<file path="config.mk">
export PLATFORM = sky130hd
export DESIGN_NAME = alu_unit
export DESIGN_NICKNAME = d
export VERILOG_FILES = /design/src/hw/alu_core.v /design/src/hw/alu_unit.v
export VERILOG_INCLUDE_DIRS = /design/src /design/src/hw
export SDC_FILE = /design/constraint.sdc
export NUM_CORES = 1
export LEC_CHECK = 0
export ABC_CLOCK_PERIOD_IN_PS = 9100
export BUFFER_PORTS_ARGS = -buffer_cell sky130_fd_sc_hd__buf_2
export CAP_MARGIN = 30
export CORE_AREA = 2 2 140 142
export DETAILED_ROUTE_END_ITERATION = 10
export DIE_AREA = 0 0 142 144
export GPL_TIMING_DRIVEN = 0
export PLACE_DENSITY = 0.81
export SLEW_MARGIN = 20
export SYNTH_ARGS = -nofsm -noshare
export SYNTH_HDL_FRONTEND = slang
export SYNTH_SLANG_ARGS = --single-unit
</file>
<file path="constraint.sdc">
create_clock -name clk -period 9.1 [get_ports clk]
set_input_delay 0.91 -clock clk [delete_from_list [all_inputs] [get_ports clk]]
set_output_delay 0.91 -clock clk [all_outputs]
set_load 0.05 [all_outputs]
</file>
<file path="src/hw/alu_regs.vh">
// constants for the accumulator logic unit
`ifndef ALU_REGS_VH
`define ALU_REGS_VH

// program word widths and the assembler expansion
`define ALU_WORD_W 10
`define ALU_ASM_W 16
`define ALU_EXT_BITS 3'h7

// operation group, bits 9-6 of the 10-bit word
`define ALU_GRP_AND 4'hD
`define ALU_GRP_OR 4'hE
`define ALU_GRP_XOR 4'hA

// operand form, bits 4-0 of the 10-bit word
`define ALU_FORM_IND 5'h10
`define ALU_FORM_IMM 5'h11

// single-operand words, whole 10-bit codes
`define ALU_W_INC 10'h293
`define ALU_W_ROT 10'h393
`define ALU_W_ROTZ 10'h3D3

// internal operation codes for the core
`define ALU_OP_AND 3'h0
`define ALU_OP_OR 3'h1
`define ALU_OP_XOR 3'h2
`define ALU_OP_INC 3'h3
`define ALU_OP_ROT 3'h4

// nibble read port selectors
`define ALU_RD_GP_LO 2'h0
`define ALU_RD_GP_HI 2'h1
`define ALU_RD_PORT 2'h2
`define ALU_RD_TIMER 2'h3

// reset values
`define ALU_ACC_RST 4'h0
`define ALU_CY_RST 1'b0
`define ALU_GP_RST 4'h0
`define ALU_PORT_RST 4'hF

`endif

</file>
<file path="src/hw/alu_core.v">
// combinational result and carry of one accumulator operation
`timescale 1ns/10ps
`include "alu_regs.vh"

module alu_core (
    input wire [2:0] op,
    input wire [3:0] acc,
    input wire [3:0] operand,
    output reg [3:0] result,
    output reg carry
);

    // for table forms operand bit 3 is the fetched bit 7 or bit 3, already selected
    always @* begin
        result = acc;
        carry = 1'b0;
        case (op)
            `ALU_OP_AND: begin
                result = acc & operand;
                carry = acc[3] & operand[3];
            end
            `ALU_OP_OR: begin
                result = acc | operand;
                carry = 1'b0;
            end
            `ALU_OP_XOR: begin
                result = acc ^ operand;
                carry = acc[3] & operand[3];
            end
            `ALU_OP_INC: begin
                result = acc + 4'h1;
                // nonzero result clears carry; only a wrap sets it
                carry = (acc == 4'hF);
            end
            `ALU_OP_ROT: begin
                result = {acc[2:0], acc[3]};
                carry = acc[3];
            end
            default: begin
                result = acc;
                carry = 1'b0;
            end
        endcase
    end

endmodule

</file>
<file path="src/hw/alu_unit.v">
// accumulator logic unit: decode, operand select, register storage
//
// Behaviour
// - Decoder takes 10-bit program words.
// - 16-bit assembler words lose their two 111 groups to become 10 bits.
// - No instruction runs during reset or stop mode.
// - Port pairs 0, 1, 3, 4 hold a 4-bit low and 4-bit high nibble.
// - Timer is read as a low and a high 4-bit part.
// - Two 16-entry nibble banks; a pair joins equal indices.
// - AND register into accumulator; carry is both bit 3s ANDed.
// - AND table nibble high or low; carry from bit 3 and bit 7/3.
// - Two-word AND immediate; carry from both bit 3s.
// - OR register into accumulator; carry cleared.
// - OR table nibble high or low; carry cleared.
// - Two-word OR immediate; carry cleared.
// - XOR register into accumulator; carry from both bit 3s.
// - XOR table nibble high or low; carry from bit 3 and bit 7/3.
// - Two-word XOR immediate; carry from both bit 3s.
// - Increment accumulator; carry set on wrap to zero.
// - Rotate accumulator left, bit 3 to bit 0 and to carry.
// - Rotate-or-reset: zero accumulator requests device reset, else rotate.
`timescale 1ns/10ps
`include "alu_regs.vh"

module alu_unit #(
    parameter PAGE_W = 4,
    parameter TIMER_W = 8
) (
    input wire clk,
    input wire rst_n,
    input wire stop_mode,
    input wire instr_valid,
    input wire [9:0] instr_word,
    input wire [15:0] asm_word,
    input wire asm_sel,
    input wire [PAGE_W-1:0] table_page_register,
    input wire [9:0] rom_data,
    input wire gp_wr_en,
    input wire gp_wr_high,
    input wire [3:0] gp_wr_index,
    input wire [3:0] gp_wr_data,
    input wire port_wr_en,
    input wire port_wr_high,
    input wire [2:0] port_wr_index,
    input wire [3:0] port_wr_data,
    input wire [TIMER_W-1:0] timer_value,
    input wire [1:0] rd_kind,
    input wire [3:0] rd_index,
    input wire rd_high,
    output reg instr_ready,
    output reg [3:0] acc,
    output reg carry_flag,
    output reg [PAGE_W+7:0] tbl_addr,
    output reg op_done,
    output reg reset_req,
    output reg asm_error,
    output reg foreign_op,
    output reg [3:0] rd_data
);

    // sequencer states
    localparam ST_DECODE = 2'h0;
    localparam ST_IMM = 2'h1;
    localparam ST_FETCH = 2'h2;
    localparam ST_EXEC = 2'h3;

    // 10-bit word from the 16-bit assembler form
    function [9:0] asm_compress;
        input [15:0] a;
        begin
            asm_compress = {a[12:8], a[4:0]};
        end
    endfunction

    // both inserted groups must read 111
    function asm_ext_ok;
        input [15:0] a;
        begin
            asm_ext_ok = (a[15:13] == `ALU_EXT_BITS) &&
                         (a[7:5] == `ALU_EXT_BITS);
        end
    endfunction

    // operation group to core operation code
    function [2:0] grp_op;
        input [3:0] g;
        begin
            case (g)
                `ALU_GRP_AND: grp_op = `ALU_OP_AND;
                `ALU_GRP_OR: grp_op = `ALU_OP_OR;
                default: grp_op = `ALU_OP_XOR;
            endcase
        end
    endfunction

    // port index 0, 1, 3, 4 to storage slot; invalid index gives slot 4
    function [2:0] port_slot;
        input [3:0] n;
        begin
            case (n)
                4'h0: port_slot = 3'h0;
                4'h1: port_slot = 3'h1;
                4'h3: port_slot = 3'h2;
                4'h4: port_slot = 3'h3;
                default: port_slot = 3'h4;
            endcase
        end
    endfunction

    // nibble storage: general banks and port register pairs
    reg [3:0] gp_low_bank [0:15];
    reg [3:0] gp_high_bank [0:15];
    reg [3:0] port_low_nibble [0:3];
    reg [3:0] port_high_nibble [0:3];

    reg [1:0] state;
    reg [1:0] next_state;
    reg [2:0] pend_op;
    reg [2:0] next_pend_op;
    reg pend_low;
    reg next_pend_low;
    reg [3:0] pend_operand;
    reg [3:0] next_pend_operand;
    reg next_ready;

    // decode signals of the accepted word
    wire take;
    wire [9:0] word;
    wire word_ok;
    wire [3:0] grp;
    wire bank_low;
    wire [4:0] form;
    wire is_logic;
    wire [7:0] table_pointer;
    wire [2:0] wr_slot;
    wire [2:0] rd_slot;

    // core operands and results
    reg [2:0] core_op;
    reg [3:0] core_operand;
    reg core_go;
    reg core_rotz;
    wire [3:0] core_result;
    wire core_carry;

    assign take = instr_valid && instr_ready && !stop_mode;
    assign word = asm_sel ? asm_compress(asm_word) : instr_word;
    assign word_ok = !asm_sel || asm_ext_ok(asm_word);
    assign grp = word[9:6];
    assign bank_low = word[5];
    assign form = word[4:0];
    assign is_logic = (grp == `ALU_GRP_AND) || (grp == `ALU_GRP_OR) ||
                      (grp == `ALU_GRP_XOR);
    // pointer pairs high-bank and low-bank entry 0
    assign table_pointer = {gp_high_bank[0], gp_low_bank[0]};
    assign wr_slot = port_slot({1'b0, port_wr_index});
    assign rd_slot = port_slot(rd_index);

    alu_core u_core (
        .op(core_op),
        .acc(acc),
        .operand(core_operand),
        .result(core_result),
        .carry(core_carry)
    );

    // decode and sequencing; immediate and table forms take a second step
    always @* begin
        next_state = state;
        next_pend_op = pend_op;
        next_pend_low = pend_low;
        next_pend_operand = pend_operand;
        next_ready = instr_ready;
        core_op = `ALU_OP_AND;
        core_operand = 4'h0;
        core_go = 1'b0;
        core_rotz = 1'b0;
        case (state)
            ST_DECODE: begin
                next_ready = !stop_mode;
                if (take && word_ok) begin
                    if (word == `ALU_W_INC) begin
                        core_op = `ALU_OP_INC;
                        core_go = 1'b1;
                    end else if (word == `ALU_W_ROT) begin
                        core_op = `ALU_OP_ROT;
                        core_go = 1'b1;
                    end else if (word == `ALU_W_ROTZ) begin
                        core_op = `ALU_OP_ROT;
                        core_go = 1'b1;
                        core_rotz = 1'b1;
                    end else if (is_logic && !form[4]) begin
                        // register form, bit 5 picks the low bank
                        core_op = grp_op(grp);
                        core_operand = bank_low ? gp_low_bank[form[3:0]] :
                                       gp_high_bank[form[3:0]];
                        core_go = 1'b1;
                    end else if (is_logic && form == `ALU_FORM_IND) begin
                        // table read needs a cycle for the program memory
                        next_pend_op = grp_op(grp);
                        next_pend_low = bank_low;
                        next_state = ST_FETCH;
                        next_ready = 1'b0;
                    end else if (is_logic && bank_low &&
                                 form == `ALU_FORM_IMM) begin
                        next_pend_op = grp_op(grp);
                        next_state = ST_IMM;
                    end
                end
            end
            ST_IMM: begin
                // second word carries the immediate in its low nibble
                next_ready = !stop_mode;
                if (take) begin
                    core_op = pend_op;
                    core_operand = word[3:0];
                    core_go = 1'b1;
                    next_state = ST_DECODE;
                end
            end
            ST_FETCH: begin
                next_ready = 1'b0;
                next_state = ST_EXEC;
            end
            ST_EXEC: begin
                // bits 7-4 or 3-0 of the fetched word
                core_op = pend_op;
                next_pend_operand = pend_low ? rom_data[3:0] :
                                    rom_data[7:4];
                core_operand = next_pend_operand;
                core_go = !stop_mode;
                if (!stop_mode) begin
                    next_state = ST_DECODE;
                    next_ready = 1'b1;
                end
            end
            default: begin
                next_state = ST_DECODE;
                next_ready = 1'b0;
            end
        endcase
    end

    // sequencer and accumulator; stop mode holds acc and carry, but a table fetch still moves from fetch to its execute state
    always @(posedge clk) begin
        if (!rst_n) begin
            state <= ST_DECODE;
            pend_op <= `ALU_OP_AND;
            pend_low <= 1'b0;
            pend_operand <= 4'h0;
            instr_ready <= 1'b0;
            acc <= `ALU_ACC_RST;
            carry_flag <= `ALU_CY_RST;
            tbl_addr <= {(PAGE_W+8){1'b0}};
            op_done <= 1'b0;
            reset_req <= 1'b0;
            asm_error <= 1'b0;
            foreign_op <= 1'b0;
        end else begin
            state <= next_state;
            pend_op <= next_pend_op;
            pend_low <= next_pend_low;
            pend_operand <= next_pend_operand;
            instr_ready <= next_ready;
            op_done <= core_go && !(core_rotz && acc == 4'h0);
            asm_error <= take && !word_ok;
            // words of other groups are left to their own units
            foreign_op <= take && word_ok && state == ST_DECODE &&
                          next_state == ST_DECODE && !core_go;
            // page register and pointer address the table word
            if (state == ST_DECODE && next_state == ST_FETCH) begin
                tbl_addr <= {table_page_register, table_pointer};
            end
            if (core_rotz && acc == 4'h0) begin
                // zero accumulator: ask for a full reset, no rotate
                reset_req <= 1'b1;
            end else begin
                reset_req <= 1'b0;
            end
            if (core_go && !(core_rotz && acc == 4'h0)) begin
                acc <= core_result;
                carry_flag <= core_carry;
            end
        end
    end

    // general register and port storage, written by other groups
    integer i;
    always @(posedge clk) begin
        if (!rst_n) begin
            for (i = 0; i < 16; i = i + 1) begin
                gp_low_bank[i] <= `ALU_GP_RST;
                gp_high_bank[i] <= `ALU_GP_RST;
            end
            for (i = 0; i < 4; i = i + 1) begin
                port_low_nibble[i] <= `ALU_PORT_RST;
                port_high_nibble[i] <= `ALU_PORT_RST;
            end
        end else begin
            if (gp_wr_en) begin
                if (gp_wr_high) begin
                    gp_high_bank[gp_wr_index] <= gp_wr_data;
                end else begin
                    gp_low_bank[gp_wr_index] <= gp_wr_data;
                end
            end
            // writes to a missing port index are dropped
            if (port_wr_en && wr_slot != 3'h4) begin
                if (port_wr_high) begin
                    port_high_nibble[wr_slot[1:0]] <= port_wr_data;
                end else begin
                    port_low_nibble[wr_slot[1:0]] <= port_wr_data;
                end
            end
        end
    end

    // nibble read port, one cycle behind the select
    always @(posedge clk) begin
        if (!rst_n) begin
            rd_data <= 4'h0;
        end else begin
            case (rd_kind)
                `ALU_RD_GP_LO: rd_data <= gp_low_bank[rd_index];
                `ALU_RD_GP_HI: rd_data <= gp_high_bank[rd_index];
                `ALU_RD_PORT: begin
                    if (rd_slot == 3'h4) begin
                        rd_data <= 4'h0;
                    end else if (rd_high) begin
                        rd_data <= port_high_nibble[rd_slot[1:0]];
                    end else begin
                        rd_data <= port_low_nibble[rd_slot[1:0]];
                    end
                end
                `ALU_RD_TIMER: begin
                    // low part bits 3-0, high part bits 7-4
                    rd_data <= rd_high ? timer_value[7:4] :
                               timer_value[3:0];
                end
                default: rd_data <= 4'h0;
            endcase
        end
    end

endmodule

</file>
==> flow_metrics.py <==
metrics = {
    "min_path": {
        "hold_path.class": "reg2reg",
    },
    "placement": {
        "place.gp.congestion": 0.931,
        "dp_hpwl_mm": 22.9,
        "portBuffers": 97,
    },
    "power": {
        "power.density_nw_per_um2": 167,
        "leakagePower_nw": 4.50,
        "p_clk_share_pct": 38.4,
        "intPower_mw": 1.55,
        "p_sw_share_pct": 26.2,
        "p_switching_mw": 0.548,
        "combinationalPowerShare_pct": 13.1,
        "peakVddDrop_mv": 0.136,
        "p_seq_share_pct": 48.5,
    },
    "worst_setup_path": {
        "path_class": "in2reg",
        "startpoint_type": "input pin",
        "cp.required_ns": 9.48,
        "cp.arrival_ns": 4.24,
        "crit_fanout": 10,
        "worstSetupEndpointType": "flip-flop",
    },
    "cells_and_area": {
        "nets": 1142,
        "synthToLayoutAreaGrowth_pct": 12.6,
        "n_fill_cell": 1380,
        "antennaDiodeCount": 0,
        "drive_gt1_share_pct": 23.5,
    },
    "timing": {
        "post-route-min-period_ns": 3.86,
        "slew-limit-headroom_pct": 38.3,
        "fmax_mhz": 259,
        "post-route-period-util_pct": 42.4,
        "whs_ns": 0.486,
        "worst_pin_slew_ns": 0.899,
        "hold_viol_final": 0,
        "setup_viol": 0,
        "timing.setup.tns_ns": 0,
        "rsz0062_at_grt": "false",
        "drv_slew": 0,
        "finClkSkew_ns": 0.0116,
    },
    "grt": {
        "grt.overflow.total": 0,
        "grt_pass1_vias": 8189,
        "grt_pass1_wl_mm": 46.5,
        "grt_antenna_before_repair": 0,
        "track_usage_pct": 30.7,
        "grt_max_degree": 19,
    },
    "yosys": {
        "yosysTopAreaCell": "edfxtp_1",
        "seq_area_frac_synth_pct": 48.7,
        "yosysTopAreaCellShare_pct": 43.1,
        "async_reset_ff_share_pct": 0,
        "ys_seq_elements": 191,
        "ys_dominant_reg_cell": "edfxtp_1",
        "syn_inst": 937,
        "synth_common_cells": "edfxtp_1 (160), and2_1 (135), nand2_1 (86)",
        "syn-cell-area_um2": 11100,
        "yosysWarnings": 0,
        "synthTopCellsByArea": "edfxtp_1 (43%), mux4_2 (14%), and2_1 (7.6%)",
        "mappedNetlistNets": 1026,
        "syn-mean-instance-area_um2": 11.9,
        "synth_edf_count": 160,
        "ys_types": 68,
        "yosysMostFrequentCell": "edfxtp_1",
    },
    "cts": {
        "cts_sinks": 191,
        "cts_max_path_buffers": 2,
        "cts_hold_buf": 0,
        "cts_inserted_buffers": 17,
        "cts-root-buf": "clkbuf_16",
        "cts_tree": "yes",
        "clk_pin_slew_worst_paths_ns": 0.08,
        "htreeDepth": 4,
        "clock_latency_ns": 0.44,
        "post-cts-setup-buffers": 0,
        "cts_resized": 0,
    },
    "floorplanning": {
        "fp.dieW_um": 142,
        "pin_count": 105,
        "core_um2": 19100,
        "dieHeight_um": 144,
        "die-area_um2": 20400,
        "rows": 51,
        "start_util_pct": 58.4,
    },
    "detailed_routing": {
        "drtIter0Drc": 974,
        "drtPass1Iterations": 7,
        "antenna_left": 0,
        "routed_wl_mm": 30.7,
        "route.detailed.drc": 0,
        "wl_per_cell_um": 23.5,
        "vias": 8559,
        "viasPerCell": 6.56,
    },
    "run_status": {
        "outcome": "completed",
    },
    "flow_run": {
        "cap_violations": 0,
    },
}
area by class of cell:
| type | count | area [µm²] | share of cell area, % |
|---|---|---|---|
| sequential | 191 | 5430 | 43.2 |
| timing repair buffer | 97 | 485 | 3.87 |
| tap | 238 | 298 | 2.37 |
| buffer | 61 | 294 | 2.34 |
| multi-input combinational | 666 | 5350 | 42.7 |
| inverter | 19 | 71.3 | 0.568 |
| clock buffer | 17 | 425 | 3.39 |
| clock inverter | 15 | 195 | 1.56 |
routing by layer:
metal | part of all wire (%) | GRT usage [%] | vias to the layer above
met5 | 0 | 0 | -
met4 | 3.5 | 12.1 | 0
met3 | 10 | 7.05 | 93
met2 | 48 | 51.3 | 574
met1 | 38 | 39.4 | 4134
li1 | - | - | 3758
critical path, stage by stage:
cell      delay, ns
buf_6          0.12
buf_6          0.15
mux2i_4        0.44
buf_4          0.29
buf_4          0.25
mux4_2         0.26
nand2_1        0.08
a311oi_1       0.59
a31oi_1        0.14
o221a_2        0.27
ha_1           0.27
mux2i_1        0.06
o221a_2        0.25
a31oi_1        0.15
registers in the layout (all words and copies together) (netlist names):
register          flops
state                 2
gp_high_bank         64
pend_op               2
asm_error             1
port_low_nibble      16
port_high_nibble     16
op_done               1
pend_low              1
carry_flag            1
gp_low_bank          64
instr_ready           1
tbl_addr             12
rd_data               4
foreign_op            1
reset_req             1
acc                   4
placed cells by master, fill, tap and decap left out, types with 19 or more instances in the layout:
master,count
inv_1,19
buf_2,104
clkbuf_1,40
edfxtp_1,160
o21ai_0,64
dfxtp_1,31
nor2b_1,25
mux2i_1,25
nand3_1,19
nand2_1,86
nor2_1,58
and2_1,135
mux4_2,69
power groups by stage:
stage | logic (mW) | registers, mW | clock network, mW
after global placement | 0.261 | 1.03 | 0
after CTS | 0.269 | 1.02 | 0.799
after detailed placement | 0.267 | 1.03 | 0
after floorplan | 0.173 | 1.03 | 0
after global routing | 0.289 | 1.02 | 0.836
final | 0.274 | 1.02 | 0.805
metrics by stage:
step | total power [mW] | cell area (µm²) | util, % | worst slack, ns | cells
after floorplan | 1.20 | 11100 | - | 5.33 | 937
after global placement | 1.29 | 11900 | 62.5 | 4.86 | 1272
after detailed placement | 1.30 | 11900 | 62.5 | 4.82 | 1272
after CTS | 2.08 | 12500 | 65.8 | 5.28 | 1304
after global routing | 2.14 | 12500 | 65.8 | 5.03 | 1304
final | 2.10 | 12500 | 65.8 | 5.24 | 1304
final timing paths:
kind,start,end,slack [ns],cells past startpoint
setup / recovery,asm_sel,acc[0],5.24,14
hold / removal,pend_op[0],pend_op[0],0.49,2
setup reg to reg,gp_low_bank[0][0],acc[0],6.40,10
hold reg to reg,pend_op[0],pend_op[0],0.49,2
cell families (layout without fill, tap and decap cells):
kind of cell | count (synthesis) | in the layout | synth area share, %
multiplexers | 107 | 107 | 18.1
buffers and inverters | 80 | 209 | 3.28
flip-flops | 191 | 191 | 48.7
adder cells (fa/ha/maj) | 10 | 10 | 1.12
AO/OA/AOI/OAI | 155 | 155 | 9.58
XOR/XNOR | 4 | 4 | 0.314
AND/OR/NAND/NOR | 390 | 390 | 18.9
No activity file was read; power rests on OpenSTA's default activity.
